===== src/hw/aes_blk_map.svh =====
// Purpose: register offsets, field positions, reset values, timing counts
// Assumes: 200 MHz mclk
// Notes:   byte addresses on a 32-bit APB
`ifndef AES_BLK_MAP_SVH
`define AES_BLK_MAP_SVH
// ********************
// offsets
// ********************
`define OFS_START_TASK   12'h000
`define OFS_STOP_TASK    12'h004
`define OFS_DONE_FLAG    12'h100
`define OFS_ABORT_FLAG   12'h104
`define OFS_DONE_PUB     12'h180
`define OFS_ABORT_PUB    12'h184
`define OFS_INT_SET      12'h304
`define OFS_INT_CLR      12'h308
`define OFS_DATA_PTR     12'h504
// ********************
// fields and resets
// ********************
`define PUB_EN_BIT       31
`define PUB_CH_MSB       7
`define INT_DONE_BIT     0
`define INT_ABORT_BIT    1
`define PUB_RESET        32'h0000_0000
`define KEY_OFS          32'h0000_0000
`define CLEAR_OFS        32'h0000_0010
`define CIPHER_OFS       32'h0000_0020
`define BLOCK_WORDS      4
// ********************
// timing
// ********************
`define RUN_MAX_NS       6200
`define CLK_PERIOD_NS    5
`define RUN_MAX_CYC      (`RUN_MAX_NS / `CLK_PERIOD_NS)
`endif


===== src/hw/aes_blk_pkg.sv =====
// Purpose: types for the single block encryptor
// Assumes: nothing
// Notes:   states only
package aes_blk_pkg;
   typedef enum logic [2:0] {
      st_idle  = 3'b000,
      st_rdreq = 3'b001,
      st_core  = 3'b010,
      st_wrreq = 3'b011
   } enc_state_t;
endpackage


===== src/hw/single_block_encryptor.sv =====
// Purpose: event, interrupt and sequencing logic of a one-block encryptor
// Assumes: ram port answers with mem_ack; shared core has a req/done pair plus busy and preempt
// Notes:   the cipher itself sits in the shared core outside this block
//
// Register access over APB was left to the implementer.
`timescale 1ns/1ps
`include "aes_blk_map.svh"
`default_nettype none

// Behaviour
// - abort publish holds 8-bit channel index
// - publish bit 31 gates abort forwarding
// - set bit 0 enables done interrupt
// - set bit 1 enables abort interrupt
// - clear bit 0 disables done interrupt
// - clear bit 1 disables abort interrupt
// - one block finishes within 6.2 us
// - start fetches, encrypts, writes back, signals done
// - key 0, cleartext 16, ciphertext 32
// - busy core at start raises abort
// - preempt or stop aborts with abort event
module single_block_encryptor
   import aes_blk_pkg::*;
#(
   parameter int RUN_MAX = `RUN_MAX_CYC    // watchdog on one block
) (
   input  wire logic        mclk,          // 200 MHz clock
   input  wire logic        sys_rst,       // async reset, high
   input  wire logic        psel,          // apb select
   input  wire logic        penable,       // apb access phase
   input  wire logic        pwrite,        // apb direction
   input  wire logic [11:0] paddr,         // apb byte address
   input  wire logic [31:0] pwdata,        // apb write data
   output logic      [31:0] prdata,        // apb read data
   output logic             pready,        // apb ready
   output logic             pslverr,       // apb error
   output logic             mem_req,       // ram access request
   output logic             mem_we,        // ram write
   output logic      [31:0] mem_addr,      // ram byte address
   output logic      [31:0] mem_wdata,     // ram write data
   input  wire logic        mem_ack,       // ram access done
   input  wire logic [31:0] mem_rdata,     // ram read data
   output logic             core_req,      // shared core request
   output logic     [127:0] core_key,      // key to core
   output logic     [127:0] core_din,      // cleartext to core
   input  wire logic        core_busy,     // core used by another unit
   input  wire logic        core_preempt,  // higher priority took core
   input  wire logic        core_done,     // core result valid
   input  wire logic [127:0] core_dout,    // ciphertext from core
   output logic             done_pub,      // done event pulse to fabric
   output logic             abort_pub,     // abort event pulse to fabric
   output logic       [7:0] abort_pub_ch,  // channel of abort pulse
   output logic             irq            // level interrupt
);

   // ********************
   // state
   // ********************
   enc_state_t  st_reg, st_next;           // sequencer
   logic [2:0]  idx_reg, idx_next;         // word index 0..7
   logic [31:0] buf_reg [0:7];             // key then cleartext words
   logic [31:0] buf_next [0:7];
   logic [127:0] ct_reg, ct_next;          // ciphertext
   logic [31:0] ptr_reg, ptr_next;         // data pointer
   logic [31:0] pub_reg, pub_next;         // abort publish config
   logic [31:0] dpub_reg, dpub_next;       // done publish config
   logic [1:0]  inten_reg, inten_next;     // interrupt enables
   logic [1:0]  flag_reg, flag_next;       // event flags
   logic [31:0] wd_reg, wd_next;           // run-time watchdog
   logic        req_reg, req_next;         // ram request
   logic        creq_reg, creq_next;       // core request
   logic        dpub_p_reg, dpub_p_next;   // done pulse
   logic        apub_p_reg, apub_p_next;   // abort pulse
   logic [7:0]  apch_reg, apch_next;       // abort channel
   logic        irq_reg, irq_next;         // interrupt
   logic [31:0] rd_reg, rd_next;           // apb read data
   logic        rdy_reg, rdy_next;         // apb ready
   logic        err_reg, err_next;         // apb error

   // word address inside the data structure
   function automatic logic [31:0] word_addr(input logic [31:0] base,
                                             input logic [31:0] ofs,
                                             input logic [2:0]  w);
      word_addr = base + ofs + {27'h0, w[1:0], 2'b00};
   endfunction

   // apb decode, one-cycle answer
   function automatic logic mapped(input logic [11:0] a);
      case (a)
         `OFS_START_TASK, `OFS_STOP_TASK, `OFS_DONE_FLAG, `OFS_ABORT_FLAG,
         `OFS_DONE_PUB, `OFS_ABORT_PUB, `OFS_INT_SET, `OFS_INT_CLR,
         `OFS_DATA_PTR: mapped = 1'b1;
         default:       mapped = 1'b0;
      endcase
   endfunction

   // ********************
   // next state
   // ********************
   // bus, registers and sequencer in one pass so events and writes agree
   always_comb begin
      logic acc;
      logic wr;
      logic start;
      logic stop;
      logic ev_done;
      logic ev_abort;
      acc       = psel && penable && !rdy_reg;
      // writes land at the edge that completes the transfer, with pready
      wr        = psel && penable && rdy_reg && pwrite;
      start     = wr && paddr == `OFS_START_TASK && pwdata[0];
      stop      = wr && paddr == `OFS_STOP_TASK && pwdata[0];
      ev_done   = 1'b0;
      ev_abort  = 1'b0;
      st_next   = st_reg;
      idx_next  = idx_reg;
      buf_next  = buf_reg;
      ct_next   = ct_reg;
      ptr_next  = ptr_reg;
      pub_next  = pub_reg;
      dpub_next = dpub_reg;
      inten_next = inten_reg;
      wd_next   = wd_reg;
      req_next  = req_reg;
      creq_next = creq_reg;
      rdy_next  = acc;
      err_next  = acc && !mapped(paddr);
      rd_next   = 32'h0000_0000;
      // register writes
      if (wr) begin
         case (paddr)
            `OFS_ABORT_PUB: pub_next = pwdata & 32'h8000_00FF;
            `OFS_DONE_PUB:  dpub_next = pwdata & 32'h8000_00FF;
            `OFS_INT_SET:   inten_next = inten_reg | pwdata[1:0];
            `OFS_INT_CLR:   inten_next = inten_reg & ~pwdata[1:0];
            `OFS_DATA_PTR:  ptr_next = pwdata;
            default: ;
         endcase
      end
      // register reads
      if (acc && !pwrite) begin
         case (paddr)
            `OFS_DONE_FLAG:  rd_next = {31'h0, flag_reg[0]};
            `OFS_ABORT_FLAG: rd_next = {31'h0, flag_reg[1]};
            `OFS_ABORT_PUB:  rd_next = pub_reg;
            `OFS_DONE_PUB:   rd_next = dpub_reg;
            `OFS_INT_SET,
            `OFS_INT_CLR:    rd_next = {30'h0, inten_reg};
            `OFS_DATA_PTR:   rd_next = ptr_reg;
            default:         rd_next = 32'h0000_0000;
         endcase
      end
      // sequencer
      case (st_reg)
         st_idle: begin
            if (start) begin
               if (core_busy) begin
                  ev_abort = 1'b1;
               end else begin
                  st_next  = st_rdreq;
                  idx_next = 3'd0;
                  req_next = 1'b1;
                  wd_next  = 32'h0000_0000;
               end
            end
         end
         st_rdreq: begin
            if (mem_ack) begin
               buf_next[idx_reg] = mem_rdata;
               idx_next = idx_reg + 3'd1;
               if (idx_reg == 3'd7) begin
                  req_next  = 1'b0;
                  creq_next = 1'b1;
                  st_next   = st_core;
               end
            end
         end
         st_core: begin
            if (core_done) begin
               ct_next   = core_dout;
               creq_next = 1'b0;
               req_next  = 1'b1;
               idx_next  = 3'd0;
               st_next   = st_wrreq;
            end
         end
         st_wrreq: begin
            if (mem_ack) begin
               idx_next = idx_reg + 3'd1;
               if (idx_reg == 3'd3) begin
                  req_next = 1'b0;
                  st_next  = st_idle;
                  ev_done  = 1'b1;
               end
            end
         end
         default: st_next = st_idle;
      endcase
      if (st_reg != st_idle) begin
         wd_next = wd_reg + 32'd1;
      end
      // overrun of run time aborts too
      if (st_reg != st_idle && !ev_done &&
          (stop || (st_reg == st_core && core_preempt) ||
           wd_reg >= RUN_MAX - 1)) begin
         st_next   = st_idle;
         req_next  = 1'b0;
         creq_next = 1'b0;
         ev_abort  = 1'b1;
      end
      // flags: hardware set wins over software clear
      flag_next = flag_reg;
      if (wr && paddr == `OFS_DONE_FLAG && !pwdata[0]) flag_next[0] = 1'b0;
      if (wr && paddr == `OFS_ABORT_FLAG && !pwdata[0]) flag_next[1] = 1'b0;
      if (ev_done)  flag_next[0] = 1'b1;
      if (ev_abort) flag_next[1] = 1'b1;
      dpub_p_next = ev_done && dpub_reg[`PUB_EN_BIT];
      apub_p_next = ev_abort && pub_reg[`PUB_EN_BIT];
      apch_next   = pub_reg[`PUB_CH_MSB:0];
      irq_next = |(flag_next & inten_next);
   end

   // ********************
   // registers
   // ********************
   // plain registering of every next value
   always_ff @(posedge mclk or posedge sys_rst) begin
      if (sys_rst) begin
         st_reg <= st_idle;
         idx_reg <= 3'd0;
         for (int i = 0; i < 8; i++) buf_reg[i] <= 32'h0000_0000;
         ct_reg <= 128'h0;
         ptr_reg <= 32'h0000_0000;
         pub_reg <= `PUB_RESET;
         dpub_reg <= `PUB_RESET;
         inten_reg <= 2'b00;
         flag_reg <= 2'b00;
         wd_reg <= 32'h0000_0000;
         req_reg <= 1'b0;
         creq_reg <= 1'b0;
         dpub_p_reg <= 1'b0;
         apub_p_reg <= 1'b0;
         apch_reg <= 8'h00;
         irq_reg <= 1'b0;
         rd_reg <= 32'h0000_0000;
         rdy_reg <= 1'b0;
         err_reg <= 1'b0;
      end else begin
         st_reg <= st_next;
         idx_reg <= idx_next;
         buf_reg <= buf_next;
         ct_reg <= ct_next;
         ptr_reg <= ptr_next;
         pub_reg <= pub_next;
         dpub_reg <= dpub_next;
         inten_reg <= inten_next;
         flag_reg <= flag_next;
         wd_reg <= wd_next;
         req_reg <= req_next;
         creq_reg <= creq_next;
         dpub_p_reg <= dpub_p_next;
         apub_p_reg <= apub_p_next;
         apch_reg <= apch_next;
         irq_reg <= irq_next;
         rd_reg <= rd_next;
         rdy_reg <= rdy_next;
         err_reg <= err_next;
      end
   end

   // ********************
   // outputs
   // ********************
   // structure layout offsets
   always_ff @(posedge mclk or posedge sys_rst) begin
      if (sys_rst) begin
         mem_addr  <= 32'h0000_0000;
         mem_wdata <= 32'h0000_0000;
         mem_we    <= 1'b0;
      end else begin
         mem_we <= (st_next == st_wrreq);
         if (st_next == st_wrreq) begin
            mem_addr  <= word_addr(ptr_next, `CIPHER_OFS, idx_next);
            mem_wdata <= ct_next[idx_next[1:0]*32 +: 32];
         end else begin
            mem_addr  <= word_addr(ptr_next,
                         idx_next[2] ? `CLEAR_OFS : `KEY_OFS, idx_next);
            mem_wdata <= 32'h0000_0000;
         end
      end
   end

   assign prdata    = rd_reg;
   assign pready    = rdy_reg;
   assign pslverr   = err_reg;
   assign mem_req   = req_reg;
   assign core_req  = creq_reg;
   assign core_key  = {buf_reg[3], buf_reg[2], buf_reg[1], buf_reg[0]};
   assign core_din  = {buf_reg[7], buf_reg[6], buf_reg[5], buf_reg[4]};
   assign done_pub  = dpub_p_reg;
   assign abort_pub = apub_p_reg;
   assign abort_pub_ch = apch_reg;
   assign irq       = irq_reg;

endmodule
`default_nettype wire


===== config.mk =====
export PLATFORM = sky130hd
export DESIGN_NAME = single_block_encryptor
export DESIGN_NICKNAME = d
export VERILOG_FILES = /design/src/hw/aes_blk_pkg.sv /design/src/hw/single_block_encryptor.sv
export VERILOG_INCLUDE_DIRS = /design/src /design/src/hw
export SDC_FILE = /design/constraint.sdc
export NUM_CORES = 1
export LEC_CHECK = 0
export BUFFER_PORTS_ARGS = -buffer_cell sky130_fd_sc_hd__buf_2
export CAP_MARGIN = 0
export CORE_ASPECT_RATIO = 0.7
export CORE_UTILIZATION = 28
export DETAILED_ROUTE_END_ITERATION = 8
export PLACE_DENSITY = 0.57
export SYNTH_ARGS = -nofsm -noshare
export SYNTH_HDL_FRONTEND = slang
export SYNTH_SLANG_ARGS = --single-unit

===== constraint.sdc =====
create_clock -name mclk -period 42.6 [get_ports mclk]
set_clock_uncertainty 0.2 [all_clocks]
set_input_delay 0 -clock mclk [delete_from_list [all_inputs] [get_ports mclk]]
set_output_delay 0 -clock mclk [all_outputs]
set_load 0.05 [all_outputs]

==> results of run 1 <==
-- worst min-delay path by stage --
stage          startpoint                       to  slack, ns  depth (start not counted)
6_report        pwdata[2]     ptr_reg[2]$_DFF_PP0_       0.01                          4
5_1_grt         pwdata[2]   pub_reg[2]$_DFFE_PP0P_       0.01                          3
4_1_cts         pwdata[2]   pub_reg[2]$_DFFE_PP0P_     0.0004                          3
3_5_place_dp      sys_rst  mem_wdata[28]$_DFF_PP0_       0.01                          2
3_3_place_gp      sys_rst  mem_wdata[28]$_DFF_PP0_     -0.007                          2
2_1_floorplan   pwdata[1]  mem_addr[1]$_DFFE_PP0P_      -0.09                          2
-- Yosys cell counts, types with 7 or more instances --
library cell / instances
sky130_fd_sc_hd__dfrtp_1: 586
sky130_fd_sc_hd__mux2_2: 405
sky130_fd_sc_hd__nand2_1: 122
sky130_fd_sc_hd__clkbuf_1: 84
sky130_fd_sc_hd__nand2b_1: 69
sky130_fd_sc_hd__o221ai_1: 64
sky130_fd_sc_hd__a21oi_1: 51
sky130_fd_sc_hd__nor2_1: 47
sky130_fd_sc_hd__nand3_1: 44
sky130_fd_sc_hd__and3_1: 37
sky130_fd_sc_hd__inv_1: 21
sky130_fd_sc_hd__o21ai_0: 21
sky130_fd_sc_hd__xnor2_1: 21
sky130_fd_sc_hd__mux2i_1: 20
sky130_fd_sc_hd__nor3_1: 20
sky130_fd_sc_hd__nand4_1: 18
sky130_fd_sc_hd__o211ai_1: 11
sky130_fd_sc_hd__buf_1: 10
sky130_fd_sc_hd__o31ai_1: 10
sky130_fd_sc_hd__xor2_1: 9
sky130_fd_sc_hd__and2_1: 8
sky130_fd_sc_hd__a222oi_1: 7
sky130_fd_sc_hd__a22o_1: 7
sky130_fd_sc_hd__ha_1: 7
sky130_fd_sc_hd__or4_1: 7
-- worst max-delay path, delay by kind of cell --
family          cells  cell delay (ns)
fa+ha+maj           2             0.83
compound gates      5             1.25
simple gates        3             1.25
xor+xnor            1             0.15
buf+inv             5             2.32
-- cell type report --
cell class	count	area, sq um	area share
flip-flops and latches	586	14700	0.434
multi-input cells	1084	8910	0.264
repair buffers	967	6750	0.200
clock buffers	89	1770	0.0524
well taps	1137	1420	0.0421
clock inverters	16	161	0.00478
inverters	23	93.8	0.00278
diodes	5	12.5	0.000370
-- per-layer routing --
layer / vias to the layer above / share of wire
met5: - / 0.00029
met4: 4 / 0.028
met3: 144 / 0.063
met2: 628 / 0.49
met1: 9418 / 0.42
li1: 8334 / -
-- power groups by stage --
stage	Clock, W	Combinational (W)	Sequential, W
5_1_grt	0.000562	0.0000705	0.000563
3_3_place_gp	0	0.0000369	0.000573
3_5_place_dp	0	0.0000384	0.000573
2_1_floorplan	0	0.0000160	0.000573
6_report	0.000522	0.0000642	0.000563
4_1_cts	0.000537	0.0000644	0.000563
-- placed cells by master (no fill, tap or decap), types with 46 or more instances in the layout --
cell type / count
sky130_fd_sc_hd__a21oi_1: 50
sky130_fd_sc_hd__buf_2: 580
sky130_fd_sc_hd__clkbuf_16: 61
sky130_fd_sc_hd__dfrtp_1: 586
sky130_fd_sc_hd__dlygate4sd3_1: 365
sky130_fd_sc_hd__mux2_2: 405
sky130_fd_sc_hd__nand2_1: 120
sky130_fd_sc_hd__nand2b_1: 69
sky130_fd_sc_hd__nor2_1: 46
sky130_fd_sc_hd__o221ai_1: 64
-- stage by stage --
stage | instances | area, sq um | hold slack (ns)
finish | 3907 | 33800 | 0.0134
global route | 3907 | 33800 | 0.0149
CTS | 3902 | 33800 | 0.000367
detailed placement | 3432 | 28200 | 0.00987
global placement | 3432 | 28200 | -0.00656
floorplan | 1794 | 24000 | -0.0875
-- cell families after synthesis --
logic type,Yosys count,synth area share
DFF,586,0.612
muxes,428,0.200
and+or+nand+nor,400,0.0864
AOI/OAI and AO/OA,216,0.0653
buffers and inverters,124,0.0202
xor gates and xnor gates,31,0.0116
adders and majority gates,8,0.00449
other,1,0.000156
==> results.cfg, run 1 <==
[place]
buffer_ports.inserted = 580
hpwlAfterDp_um = 52900
placer_congestion = 0.842
pre_cts_ws_ns = 37.26

[clock_network]
cts.sink_count = 586
cts-buffers-inserted = 59
tritoncts = done
cts.clk_slew.worst_paths_ns = 0.06
root_buffer = sky130_fd_sc_hd__clkbuf_16
clk_latency_worst_skew_pair_ns = 0.63
cts-resized-gates = 0
hold_buf_cts = 365
clock_tree.htree_level_count = 2
clockBufferDepth = 3
postCtsSetupRepairBufs = 0

[detailed_routing]
route.final.wire_length_um = 79100
detailroute.via_count = 18500
drcViolationCount = 0
detail_route.iter0.violations = 1239
drtPass1Iterations = 6
postRouteAntennaNets = 0
detail_route.vias_per_cell = 4.74
avgRoutedWirePerCell_um = 20.3

[critical_path]
launch_point_of_the_worst_path = paddr[8]
timing.rr.end = mem_addr[24]$_DFF_PP0_
setup.worst_path.end = mem_addr[24]$_DFF_PP0_
timing.critical_path.to_type = register
worst_setup_path_type = in -> reg
flop_to_flop_setup_slack_ns = 37.23
cp.arrival_ns = 5.82
critical_path_data_required_time_ns = 42.94
crit_chain = dlygate4sd3_1, buf_2, nor4_1, dlygate4sd3_1, a31o_2, and3_1, a21o_1, buf_4, inv_2, ha_1, fa_1, a21o_1, a311oi_1, nor3_1, o2111ai_1, xnor2_1
worstRegToRegCells = 14
crit_fanout = 34
timing.rr.start = pready$_DFF_PP0_
timing.critical_path.slowest_cell_delay_ns = 0.81
timing.critical_path.from_type = input port
cp_slowest_cell = sky130_fd_sc_hd__nor4_1

[power]
p_total_w = 0.00115
switching_power_w = 0.000259
worst_ir_drop_vdd_mv = 0.0289
pwr-share-clk = 0.454
power.share.sequential = 0.490
total_power_density_per_cell_area_mw_per_mm2 = 34.0
power_frac_comb = 0.056
internal_power_w = 0.000890
leakagePower_nw = 17.8
swShare = 0.225

[grt]
largest_net_degree_at_the_start_of_global_routing = 179
grt_overflow = 0
antenna_found_initial = 11
grt_busiest_layer = met2
grt_use_total = 0.178
grt_use_met2 = 0.291
groute.layer.met3.usage = 0.0383
grt_met1_usage = 0.235
grt_pass1_wl_um = 119000
first_global_vias = 19400

[timing]
unrepaired_setup_endpoints_after_global_routing = no
timing.setup.tns_ns = 0
clock.fmax_mhz = 183
final_critical_path_required_period_ns = 5.48
setup_ws_ns = 37.12
finalSetupViolCount = 0
final_hold_viol_count = 0
timing.slew.headroom = 0.224
drv_slew = 0
final_min_period_over_clock_period = 0.129
worst-slew-pin-transition_ns = 1.16

[worst_hold_path]
worstHoldPathType = in -> reg

[finish]
final.fill_count = 7951
layout.core_utilization = 0.400
final_net_count = 2942
final_layout_size_suffix_gt1_frac = 0.409
syn2layout_area_growth_pct = 40.9

[logic_synthesis]
netlist_area_sq_mm = 0.0240
syn_area_per_cell_sq_um = 13.4
mapped_nets = 2015
synth_warnings = 0
synth_edf_count = 0
yosys.cell_types.count = 70
netlist.top_cell.by_area = sky130_fd_sc_hd__dfrtp_1
dominant_cells_by_area_after_synthesis = sky130_fd_sc_hd__dfrtp_1, sky130_fd_sc_hd__mux2_2, sky130_fd_sc_hd__o221ai_1, sky130_fd_sc_hd__nand2_1, sky130_fd_sc_hd__nand2b_1
share_of_synthesized_area_occupied_by_flip_flops_and_latches = 0.612
synthDominantCellAreaShare = 0.612
postSynthRegisterBits = 586
postSynth.asyncResetShare = 1.00
synthesis.instances = 1794
synthFlopType = sky130_fd_sc_hd__dfrtp_1

[floorplan]
placeableCoreArea_sq_mm = 0.0845
ioPinCount = 581
starting_density = 0.284
die_width_um = 352
chipHeight_um = 247
die_area_sq_mm = 0.0868
row_count = 89

[run]
max_cap_violations = 0

[run_status]
status = completed
Note: power is estimated with default switching activity, not from simulation.
==> run 2, diff against run 1 <==
==> constraint.sdc (replaced) <==
create_clock -name mclk -period 5.6 [get_ports mclk]
set_clock_uncertainty 0.2 [all_clocks]
set_input_delay 0 -clock mclk [delete_from_list [all_inputs] [get_ports mclk]]
set_output_delay 0 -clock mclk [all_outputs]
set_load 0.05 [all_outputs]
==> results.cfg, run 2 (synthesis results as in run 1) <==
[timing]
drv_slew = 0
setup_ws_ns = 0.490
final_min_period_over_clock_period = 0.913
final_critical_path_required_period_ns = 5.11
clock.fmax_mhz = 196
timing.slew.headroom = 0.251
worst-slew-pin-transition_ns = 1.11
finalHoldWorstSlack_ns = 0.0327
final_hold_viol_count = 0
finalSetupViolCount = 0
unrepaired_setup_endpoints_after_global_routing = no

[floorplan]
die_width_um = 352
chipHeight_um = 247
starting_density = 0.284
row_count = 89
placeableCoreArea_sq_mm = 0.0845
ioPinCount = 581
die_area_sq_mm = 0.0868

[power]
worst_ir_drop_vdd_mv = 0.226
p_total_w = 0.00930
leakagePower_nw = 18.0
total_power_density_per_cell_area_mw_per_mm2 = 271

[place]
buffer_ports.inserted = 580
hpwlAfterDp_um = 53300
pre_cts_ws_ns = 0.725
placer_congestion = 0.846
dp.cells = 3438
post_dp_cell_area_sq_mm = 0.0282

[critical_path]
cp_slowest_cell = sky130_fd_sc_hd__dlygate4sd3_1
timing.critical_path.slowest_cell_delay_ns = 0.64
worst_setup_path_type = in -> reg
crit_fanout = 34
critical_path_data_required_time_ns = 5.95
timing.critical_path.to_type = register
crit_chain = dlygate4sd3_1, buf_2, or4_1, dlygate4sd3_1, nor4_2, a31o_2, and3_1, a21o_1, inv_2, ha_1, fa_1, a21o_1, a311oi_1, nor3_1, o2111ai_1, xnor2_1
cp.arrival_ns = 5.46
timing.critical_path.from_type = input port

[grt]
grt_use_total = 0.182
first_global_vias = 19900
grt_pass1_wl_um = 122000
grt_overflow = 0
antenna_found_initial = 1
largest_net_degree_at_the_start_of_global_routing = 168

[finish]
final_layout_size_suffix_gt1_frac = 0.411
most_common_library_cell_in_the_layout_ignoring_fill_and_taps = sky130_fd_sc_hd__dfrtp_1
layoutNonFillerInstCount = 3940
layout_common_cells = sky130_fd_sc_hd__dfrtp_1, sky130_fd_sc_hd__buf_2, sky130_fd_sc_hd__mux2_2
final_net_count = 2970
fin_area_sq_mm = 0.0344
syn2layout_area_growth_pct = 43.3

[clock_network]
cts.sink_count = 586
clock_tree.htree_level_count = 2
cts-buffers-inserted = 60
clk_latency_worst_skew_pair_ns = 0.64
clockBufferDepth = 3
postCtsSetupRepairBufs = 0
root_buffer = sky130_fd_sc_hd__clkbuf_16
cts.clk_slew.worst_paths_ns = 0.06
tritoncts = done

[detailed_routing]
drtPass1Iterations = 6
drcViolationCount = 0
route.final.wire_length_um = 80600
avgRoutedWirePerCell_um = 20.4
detailroute.via_count = 18700
detail_route.iter0.violations = 1102
detail_route.vias_per_cell = 4.76
postRouteAntennaNets = 0

[worst_hold_path]
worstHoldPathType = in -> reg

[run]
max_cap_violations = 0

[run_status]
status = completed
[run 2: cell types whose count changed in the layout (fill, tap and decap cells not counted), sizes merged, moves of 3 or more]
cell,previous run,this run
dlygate4sd3,365,386
inv,25,28
diode,5,2
clkbuf,89,80
buf,602,608
clkinvlp,2,5
bufinv,2,12
[run 2: final timing paths]
path | slack (ns) | end | from | cells after the start
min in group asynchronous | 0.50 | prdata[2]$_DFF_PP0_ | sys_rst | 4
max | 0.49 | mem_addr[24]$_DFF_PP0_ | paddr[7] | 16
max reg2reg | 0.77 | mem_addr[24]$_DFF_PP0_ | st_reg[0]$_DFF_PP0_ | 12
max in group asynchronous | 3.27 | prdata[27]$_DFF_PP0_ | sys_rst | 5
min reg2reg | 0.21 | abort_pub_ch[1]$_DFF_PP0_ | pub_reg[1]$_DFFE_PP0P_ | 0
min | 0.03 | ct_reg[24]$_DFF_PP0_ | core_dout[24] | 3
[run 2: repair_timing]
action | 4_1_cts | 5_1_grt
endpoints found under the hold margin | 643 | 0
gates resized for setup | 0 | 0
hold buffers | 386 | 0
[run 2: where the power goes]
part           switching, W  internal, W
combinational      0.000239     0.000261
sequential        0.0000288      0.00425
clock               0.00182      0.00270
[run 2: layer usage]
metal | routed length (um) | vias to the layer above | track usage
li1 | - | 8400 | -
met1 | 34700 | 9597 | 0.238
met2 | 39600 | 604 | 0.304
met3 | 4210 | 147 | 0.0338
met4 | 2050 | 0 | 0.0533
met5 | 0 | - | 0
[run 2: final cells by class]
| class | instances | area [sq um] |
|---|---|---|
| Antenna cell | 2 | 5.00 |
| Clock buffer | 80 | 1700 |
| Clock inverter | 34 | 537 |
| Fill cell | 7877 | 50200 |
| Inverter | 23 | 90.1 |
| Multi-Input combinational cell | 1084 | 8910 |
| Sequential cell | 586 | 14700 |
| Tap cell | 1137 | 1420 |
| Timing Repair Buffer | 994 | 7030 |
[run 2: critical path, delay by kind of cell]
| family | cells | cell delay [ns] |
|---|---|---|
| buf+inv | 4 | 1.61 |
| simple gates | 4 | 1.54 |
| compound gates | 5 | 1.33 |
| fa+ha+maj | 2 | 0.84 |
| xor+xnor | 1 | 0.14 |
[run 2: stage by stage]
step,utilization,TNS [ns]
global placement,0.334,0
global route,0.406,0
CTS,0.406,0
detailed placement,0.334,0
finish,0.406,0
floorplan,-,-1516.22
